===== src/core/icar_consts.svh =====
// Constants for the I/O configuration access router
// What this block does
// - Address port at 0CF8h, dword only, resets zero
// - Narrow address-port access forwarded downstream as I/O
// - Bit 31 enables configuration, resets to zero
// - Bus zero, non-internal device: link Type 0
// - Bus outside bridge ranges: link Type 1
// - Bus equals bridge secondary: express Type 0
// - Bus within secondary..subordinate: express Type 1
// - Bus goes to header byte 5, A[23:16]
// - Device field 15:11; devices 0,1,3 internal
// - Device to header byte 6 [7:3], A[15:11]
// - Function 10:8; internal nonzero function ignored
// - Function to header byte 6 [2:0], A[10:8]
// - Register 7:2 to header byte 7, A[7:2]
// - Data port 0CFCh, 32-bit window, resets zero
// - Enabled data access makes configuration transaction
// - Express Type 0 to nonzero device aborts
`ifndef ICAR_CONSTS_SVH
`define ICAR_CONSTS_SVH
`define ICAR_ADDR_PORT      16'h0CF8
`define ICAR_DATA_PORT      16'h0CFC
`define ICAR_ADDR_RESET     32'h0000_0000
`define ICAR_DATA_RESET     32'h0000_0000
`define ICAR_ENABLE_BIT     31
`define ICAR_BUS_HI         23
`define ICAR_BUS_LO         16
`define ICAR_DEV_HI         15
`define ICAR_DEV_LO         11
`define ICAR_FUN_HI         10
`define ICAR_FUN_LO         8
`define ICAR_REG_HI         7
`define ICAR_REG_LO         2
`define ICAR_ADDR_WMASK     32'h80FF_FFFC
`define ICAR_DEV_HOST       5'h00
`define ICAR_DEV_PEG        5'h01
`define ICAR_DEV_PEG2       5'h03
`define ICAR_BE_FULL        4'hF
`endif


===== src/core/icar_pkg.sv =====
// Types for the I/O configuration access router
package icar_pkg;
    typedef enum logic [2:0] {
        ICAR_TGT_NONE,
        ICAR_TGT_INTERNAL,
        ICAR_TGT_LINK_IO,
        ICAR_TGT_LINK_T0,
        ICAR_TGT_LINK_T1,
        ICAR_TGT_PEX_T0,
        ICAR_TGT_PEX_T1,
        ICAR_TGT_ABORT
    } icar_target_e;
endpackage : icar_pkg


===== src/core/icar_route_decode.sv =====
// Combinational route decode for one configuration address
`timescale 1ns/1ps
`include "icar_consts.svh"
module icar_route_decode (
    // Selected address
    input  wire logic [7:0] bus_i,
    input  wire logic [4:0] dev_i,
    input  wire logic [2:0] fun_i,
    // Bridge windows
    input  wire logic [7:0] sec1_i,
    input  wire logic [7:0] sub1_i,
    input  wire logic [7:0] sec3_i,
    input  wire logic [7:0] sub3_i,
    input  wire logic       en1_i,
    input  wire logic       en3_i,
    // Result
    output icar_pkg::icar_target_e target_o
);
    function automatic logic in_win(input logic [7:0] b, input logic [7:0] lo,
                                    input logic [7:0] hi, input logic en);
        in_win = en && (b >= lo) && (b <= hi);
    endfunction : in_win

    logic hit1;
    logic hit3;
    logic sec_hit;
    assign hit1    = in_win(bus_i, sec1_i, sub1_i, en1_i);
    assign hit3    = in_win(bus_i, sec3_i, sub3_i, en3_i);
    assign sec_hit = (en1_i && bus_i == sec1_i) || (en3_i && bus_i == sec3_i);

    always_comb begin
        if (bus_i == 8'h00) begin
            if (dev_i == `ICAR_DEV_HOST || dev_i == `ICAR_DEV_PEG ||
                dev_i == `ICAR_DEV_PEG2) begin
                target_o = (fun_i == 3'h0) ? icar_pkg::ICAR_TGT_INTERNAL
                                           : icar_pkg::ICAR_TGT_NONE;
            end else begin
                target_o = icar_pkg::ICAR_TGT_LINK_T0;
            end
        end else if (sec_hit) begin
            target_o = (dev_i == 5'h00) ? icar_pkg::ICAR_TGT_PEX_T0
                                        : icar_pkg::ICAR_TGT_ABORT;
        end else if (hit1 || hit3) begin
            target_o = icar_pkg::ICAR_TGT_PEX_T1;
        end else begin
            target_o = icar_pkg::ICAR_TGT_LINK_T1;
        end
    end
endmodule : icar_route_decode


===== src/core/icar_router.sv =====
// I/O configuration access router: address/data ports and request steering
`timescale 1ns/1ps
`include "icar_consts.svh"
module icar_router (
    // Clock and reset
    input  wire logic        mclk_i,
    input  wire logic        rst_i,
    // Host I/O port cycle
    input  wire logic        io_req_i,
    input  wire logic        io_wr_i,
    input  wire logic [15:0] io_addr_i,
    input  wire logic [3:0]  io_be_i,
    input  wire logic [31:0] io_wdata_i,
    output logic             io_done_o,
    output logic [31:0]      io_rdata_o,
    output logic             io_abort_o,
    // Bridge bus windows from internal bridges
    input  wire logic [7:0]  sec1_i,
    input  wire logic [7:0]  sub1_i,
    input  wire logic [7:0]  sec3_i,
    input  wire logic [7:0]  sub3_i,
    input  wire logic        en1_i,
    input  wire logic        en3_i,
    // Downstream request (internal, link or express)
    output logic             req_valid_o,
    output icar_pkg::icar_target_e req_target_o,
    output logic             req_wr_o,
    output logic [3:0]       req_be_o,
    output logic [31:0]      req_addr_o,
    output logic [31:0]      req_hdr_o,
    output logic [31:0]      req_wdata_o,
    input  wire logic        req_done_i,
    input  wire logic [31:0] req_rdata_i,
    // State
    output logic             config_enable_bit_o
);
    typedef enum logic [1:0] {ST_IDLE, ST_WAIT, ST_DONE} icar_state_e;

    icar_state_e state_reg, state_next;
    logic [31:0] addr_reg, addr_next;
    logic [31:0] data_reg, data_next;
    logic        done_reg, done_next;
    logic        abort_reg, abort_next;
    logic [31:0] rdata_reg, rdata_next;
    logic        rv_reg, rv_next;
    icar_pkg::icar_target_e tgt_reg, tgt_next;
    logic        wr_reg, wr_next;
    logic [3:0]  be_reg, be_next;
    logic [31:0] raddr_reg, raddr_next;
    logic [31:0] hdr_reg, hdr_next;
    logic [31:0] wd_reg, wd_next;

    icar_pkg::icar_target_e route;
    logic [7:0] bus_f;
    logic [4:0] dev_f;
    logic [2:0] fun_f;
    logic [5:0] reg_f;
    logic       hit_addr;
    logic       hit_data;
    logic       enabled;

    assign bus_f    = addr_reg[`ICAR_BUS_HI:`ICAR_BUS_LO];
    assign dev_f    = addr_reg[`ICAR_DEV_HI:`ICAR_DEV_LO];
    assign fun_f    = addr_reg[`ICAR_FUN_HI:`ICAR_FUN_LO];
    assign reg_f    = addr_reg[`ICAR_REG_HI:`ICAR_REG_LO];
    assign enabled  = addr_reg[`ICAR_ENABLE_BIT];
    assign hit_addr = {io_addr_i[15:2], 2'b00} == `ICAR_ADDR_PORT;
    assign hit_data = {io_addr_i[15:2], 2'b00} == `ICAR_DATA_PORT;

    icar_route_decode u_decode (
        .bus_i    (bus_f),
        .dev_i    (dev_f),
        .fun_i    (fun_f),
        .sec1_i   (sec1_i),
        .sub1_i   (sub1_i),
        .sec3_i   (sec3_i),
        .sub3_i   (sub3_i),
        .en1_i    (en1_i),
        .en3_i    (en3_i),
        .target_o (route)
    );

    always_comb begin
        state_next = state_reg;
        addr_next  = addr_reg;
        data_next  = data_reg;
        done_next  = 1'b0;
        abort_next = 1'b0;
        rdata_next = rdata_reg;
        rv_next    = 1'b0;
        tgt_next   = tgt_reg;
        wr_next    = wr_reg;
        be_next    = be_reg;
        raddr_next = raddr_reg;
        hdr_next   = hdr_reg;
        wd_next    = wd_reg;
        case (state_reg)
            ST_IDLE: begin
                if (io_req_i) begin
                    wr_next    = io_wr_i;
                    be_next    = io_be_i;
                    wd_next    = io_wdata_i;
                    raddr_next = {16'h0000, io_addr_i};
                    hdr_next   = 32'h0000_0000;
                    if (hit_addr && io_be_i == `ICAR_BE_FULL) begin
                        // Only full dword accesses reach the address port
                        if (io_wr_i) begin
                            addr_next = io_wdata_i & `ICAR_ADDR_WMASK;
                        end
                        rdata_next = io_wr_i ? rdata_reg : addr_reg;
                        done_next  = 1'b1;
                        state_next = ST_DONE;
                    end else if (hit_data && enabled) begin
                        // Configuration transaction from the address port
                        tgt_next   = route;
                        raddr_next = {8'h00, bus_f, dev_f, fun_f, reg_f, 2'b00};
                        hdr_next   = {bus_f, dev_f, fun_f, reg_f, 2'b00, 8'h00};
                        if (io_wr_i) begin
                            data_next = io_wdata_i;
                        end
                        if (route == icar_pkg::ICAR_TGT_NONE) begin
                            rdata_next = 32'hFFFF_FFFF;
                            done_next  = 1'b1;
                            state_next = ST_DONE;
                        end else if (route == icar_pkg::ICAR_TGT_ABORT) begin
                            rdata_next = 32'hFFFF_FFFF;
                            abort_next = 1'b1;
                            done_next  = 1'b1;
                            state_next = ST_DONE;
                        end else begin
                            rv_next    = 1'b1;
                            state_next = ST_WAIT;
                        end
                    end else begin
                        tgt_next   = icar_pkg::ICAR_TGT_LINK_IO;
                        rv_next    = 1'b1;
                        state_next = ST_WAIT;
                    end
                end
            end
            ST_WAIT: begin
                rv_next = 1'b1;
                if (req_done_i) begin
                    rv_next    = 1'b0;
                    rdata_next = req_rdata_i;
                    if (!wr_reg && tgt_reg != icar_pkg::ICAR_TGT_LINK_IO) begin
                        data_next = req_rdata_i;
                    end
                    done_next  = 1'b1;
                    state_next = ST_DONE;
                end
            end
            ST_DONE: begin
                state_next = ST_IDLE;
            end
            default: begin
                state_next = ST_IDLE;
            end
        endcase
    end

    always_ff @(posedge mclk_i) begin
        if (rst_i) begin
            state_reg <= ST_IDLE;
            addr_reg  <= `ICAR_ADDR_RESET;
            data_reg  <= `ICAR_DATA_RESET;
            done_reg  <= 1'b0;
            abort_reg <= 1'b0;
            rdata_reg <= 32'h0000_0000;
            rv_reg    <= 1'b0;
            tgt_reg   <= icar_pkg::ICAR_TGT_LINK_IO;
            wr_reg    <= 1'b0;
            be_reg    <= 4'h0;
            raddr_reg <= 32'h0000_0000;
            hdr_reg   <= 32'h0000_0000;
            wd_reg    <= 32'h0000_0000;
        end else begin
            state_reg <= state_next;
            addr_reg  <= addr_next;
            data_reg  <= data_next;
            done_reg  <= done_next;
            abort_reg <= abort_next;
            rdata_reg <= rdata_next;
            rv_reg    <= rv_next;
            tgt_reg   <= tgt_next;
            wr_reg    <= wr_next;
            be_reg    <= be_next;
            raddr_reg <= raddr_next;
            hdr_reg   <= hdr_next;
            wd_reg    <= wd_next;
        end
    end

    assign io_done_o           = done_reg;
    assign io_rdata_o          = rdata_reg;
    assign io_abort_o          = abort_reg;
    assign req_valid_o         = rv_reg;
    assign req_target_o        = tgt_reg;
    assign req_wr_o            = wr_reg;
    assign req_be_o            = be_reg;
    assign req_addr_o          = raddr_reg;
    assign req_hdr_o           = hdr_reg;
    assign req_wdata_o         = wd_reg;
    assign config_enable_bit_o = addr_reg[`ICAR_ENABLE_BIT];
endmodule : icar_router


===== config.mk =====
export PLATFORM = sky130hd
export DESIGN_NAME = icar_router
export DESIGN_NICKNAME = d
export VERILOG_FILES = /design/src/core/icar_pkg.sv /design/src/core/icar_route_decode.sv /design/src/core/icar_router.sv
export VERILOG_INCLUDE_DIRS = /design/src /design/src/core
export SDC_FILE = /design/constraint.sdc
export NUM_CORES = 1
export LEC_CHECK = 0
export BUFFER_PORTS_ARGS = -buffer_cell sky130_fd_sc_hd__buf_4
export CORE_AREA = 2 2 177 92
export DETAILED_ROUTE_END_ITERATION = 10
export DIE_AREA = 0 0 179 94
export GPL_TIMING_DRIVEN = 0
export PLACE_DENSITY = 0.73
export SLEW_MARGIN = 5
export SYNTH_ARGS = -nofsm -noshare
export SYNTH_HDL_FRONTEND = slang
export SYNTH_SLANG_ARGS = --single-unit

===== constraint.sdc =====
create_clock -name mclk_i -period 3.7 [get_ports mclk_i]
set_clock_uncertainty 0.15 [all_clocks]
set_input_delay 0.185 -clock mclk_i [delete_from_list [all_inputs] [get_ports mclk_i]]
set_output_delay 0.185 -clock mclk_i [all_outputs]
set_load 0.05 [all_outputs]

==> impl_results.md <==
* Reg2Reg Setup Slack at 0.56 ns
* Clk slew on worst S/H paths at 0.07 ns
* Clock latency on the worst-skew pair at 0.42 ns
* Actual slew at the worst max-slew pin at 1.10 ns
* Die Y at 94 um
* Worst r2r src: addr_reg[16]$_SDFFE_PP0P_
* Achievable Freq at 318 MHz
* Startpoint Class: flip-flop
* Setup CP Type: flip-flop to flip-flop
* Port buffer count at 244
* Nets at 1,309
* Pleak at 4.72 nW
* Simple-Gate Fraction of Synth Area at 17.5%
* Multiplexer share of the synthesized area at 4.70%
* Area of placed instances at 8750 sq um
* Crit path DAT at 3.36 ns
* Grt ovf at 0
* Root cell of the clock tree: clkbuf_16
* First-pass GRT wire length at 34,600 um
* # IOs at 263
* Post-synth EDFFs at 0
* Layout cell share with drive strength beyond 1 at 28.6%
* Post-synthesis compound-gate area fraction at 21.3%
* XOR/XNOR share of the synthesized area at 0%
* Reg area at 2760 sq um
* RSZ-0062 raised after global routing: no
* Worst Path Required at 3.91 ns
* Cell area after synthesis at 6600 sq um
* Filler instances at 1,219
* Area grow syn2layout at 54.1%
* Fin. Hold Viols at 0
* GPL Wtd Cong at 0.869
* Post-DP HPWL at 16,600 um
* Mean post-synth cell area at 8.36 sq um
* Register area share after synthesis at 41.8%
* Sink Count at 138
* Rows at 32
* Yosys warns at 0
* Via count at 7,054
* Max-cap violations at 0
* Power Density at 396 nW/um^2
* Core Region at 15,200 sq um
* Post-route antenna net violation count at 0
* WHS Path Cells at 3
* Overall routing resource usage at 26.6%
* Synth Instances at 790
* HP Class: input port to flip-flop
* Synth cell types at 54
* Cts bufs inserted at 17
* Vias in the first global route at 6,895
* Total Neg Setup Slack at 0 ns
* Inserted Diodes at 0
* Slew Limit Fails at 0
* Final setup violating endpoints at 0
* FFs w/ async S/R, synth at 0%
* Initial antenna violation count at 0
* Outcome: finished clean
* FF+latch count, synth at 138
* Worst setup EP type: flip-flop
* Adder-cell area share of the yosys netlist at 6.06%
* R2R cell count at 9
* CTS tree: yes
* Initial drt markers at 418
* Main synth FF type: dfxtp_1
* Largest family of logic cells by synthesized area: compound AO/OA/AOI/OAI gates
* Hold path endpoint: state_reg[1]$_SDFFE_PP0P_
* Worst reg2reg endpoint: io_rdata_o[8]$_SDFFE_PP0P_
* Fin area at 10,200 sq um
* Post_cts resized at 0
* Worst relative slew slack at 25.6%
* Chip Width at 179 um
* Max rail drop VDD at 0.323 mV
* Fin crit period at 3.14 ns
* Crit path from: addr_reg[16]$_SDFFE_PP0P_
* Starting utilization of the core area at 43.5%
* Multi-input logic area at 3340 sq um
* Tcrit/Tclk final at 85.0%
* # DRC at 0
* Die area at 16,800 sq um
* Hold path startpoint: req_done_i
* Clock buffer depth at 2
* DR WL/cell at 16.7 um
* H-tree depth at 4
* Final wirelength at 22,800 um
* Largest net degree at the start of global routing at 17
* DR vias/cell at 5.15
* DR pass1 iterations at 6
* Worst Path Max Fanout at 10
cell usage after synthesis, drive strengths merged, types with 2 or more instances:
master / instances / share of area, %
a21oi: 78 / 6.0
a31oi: 3 / 0.28
buf: 45 / 4.8
nor3: 5 / 0.38
dfxtp: 138 / 42
nand2b: 4 / 0.38
inv: 31 / 1.8
a22oi: 9 / 1.0
nor2: 89 / 5.2
nand4: 6 / 0.57
o2bb2ai: 30 / 4.0
ha: 32 / 6.1
a21o: 26 / 3.0
o21ai: 29 / 2.4
nor2b: 5 / 0.47
a211oi: 18 / 2.1
o22ai: 4 / 0.38
nand2: 129 / 7.4
and2: 2 / 0.19
o31ai: 2 / 0.23
o211ai: 2 / 0.23
clkbuf: 30 / 1.7
mux2i: 31 / 4.7
or4: 4 / 0.63
nand3: 20 / 1.5
power by group:
| group | switching [W] | internal [W] |
|---|---|---|
| registers | 0.0000320 | 0.00154 |
| logic | 0.000473 | 0.000300 |
| clock network | 0.000730 | 0.000951 |
| total | 0.00123 | 0.00279 |
per-layer routing:
metal  track usage, %  up-vias  part of all wire, %
li1                 -     3418                    -
met1             33.0     3325                   43
met2             45.6      263                   48
met3             5.30       48                  7.0
met4             10.2        0                  2.4
met5                0        -                    0
cell usage in the layout (no fill, tap or decap), types with 2 or more instances in the layout:
| master | count |
|---|---|
| or4_4 | 3 |
| o21ai_2 | 4 |
| inv_6 | 6 |
| inv_8 | 3 |
| nand3_1 | 20 |
| o31ai_1 | 2 |
| conb_1 | 18 |
| nor2_1 | 87 |
| nor3_1 | 5 |
| a211oi_1 | 17 |
| o2bb2ai_1 | 30 |
| o211ai_1 | 2 |
| nand2b_1 | 4 |
| nand2_1 | 128 |
| nand4_1 | 6 |
| buf_6 | 4 |
| o21ai_0 | 9 |
| inv_1 | 31 |
| dfxtp_1 | 138 |
| mux2i_1 | 31 |
| nor2b_1 | 5 |
| buf_4 | 273 |
| a22oi_1 | 9 |
| a21oi_1 | 77 |
| o21ai_1 | 16 |
| a21o_1 | 26 |
| clkbuf_16 | 17 |
| buf_1 | 5 |
| o22ai_1 | 4 |
| a31oi_1 | 3 |
| and2_1 | 2 |
| clkinvlp_4 | 3 |
| dlygate4sd3_1 | 85 |
| buf_2 | 7 |
| ha_1 | 32 |
| clkbuf_1 | 30 |
cell families (layout without fill, tap and decap cells):
| kind of cell | Yosys count | after routing |
|---|---|---|
| AO/OA/AOI/OAI | 211 | 211 |
| adder cells (fa/ha/maj) | 32 | 32 |
| flip-flops | 138 | 138 |
| buffers and inverters | 108 | 468 |
| AND/OR/NAND/NOR | 269 | 269 |
| multiplexers | 31 | 31 |
| other | 1 | 18 |
worst max-delay path by stage:
stage                                  end  depth (start not counted)
2_1_floorplan  io_rdata_o[11]$_SDFFE_PP0P_                          9
3_5_place_dp   io_rdata_o[24]$_SDFFE_PP0P_                          8
5_1_grt         io_rdata_o[0]$_SDFFE_PP0P_                          8
3_3_place_gp   io_rdata_o[24]$_SDFFE_PP0P_                          8
4_1_cts        io_rdata_o[24]$_SDFFE_PP0P_                          8
6_report        io_rdata_o[8]$_SDFFE_PP0P_                          9
cell type report:
class	count	share of cell area, %
flip-flops and latches	138	27.2
multi-input cells	561	32.8
clock inverters	15	1.50
plain buffers	77	4.40
repair buffers	328	26.3
clock buffers	17	4.18
inverters	31	1.14
well taps	204	2.51
worst max-delay path, stage by stage (launching register included):
cell     delay, ns
dfxtp_1       0.44
inv_1         0.18
ha_1          0.31
inv_1         0.05
or4_4         0.56
a221o_2       0.49
a311o_1       0.47
buf_6         0.18
o21ai_1       0.14
a21o_1        0.11
per-stage QoR:
stage | std cells | power [W] | util [%] | hold slack [ns] | worst slack, ns
finish | 1371 | 0.00403 | 67.0 | 0.0283 | 0.556
global route | 1371 | 0.00416 | 67.0 | 0.0389 | 0.365
CTS | 1371 | 0.00403 | 67.0 | 0.00896 | 0.568
detailed placement | 1255 | 0.00229 | 57.7 | 0.286 | 0.604
global placement | 1255 | 0.00228 | 57.7 | 0.275 | 0.653
floorplan | 807 | 0.00203 | - | 0.171 | 0.982
repair_timing:
action	in CTS	in global routing
hold buffers	84	0
buffers inserted	0	0
hold endpoints to repair	107	0
(Power assumes the default switching activity.)
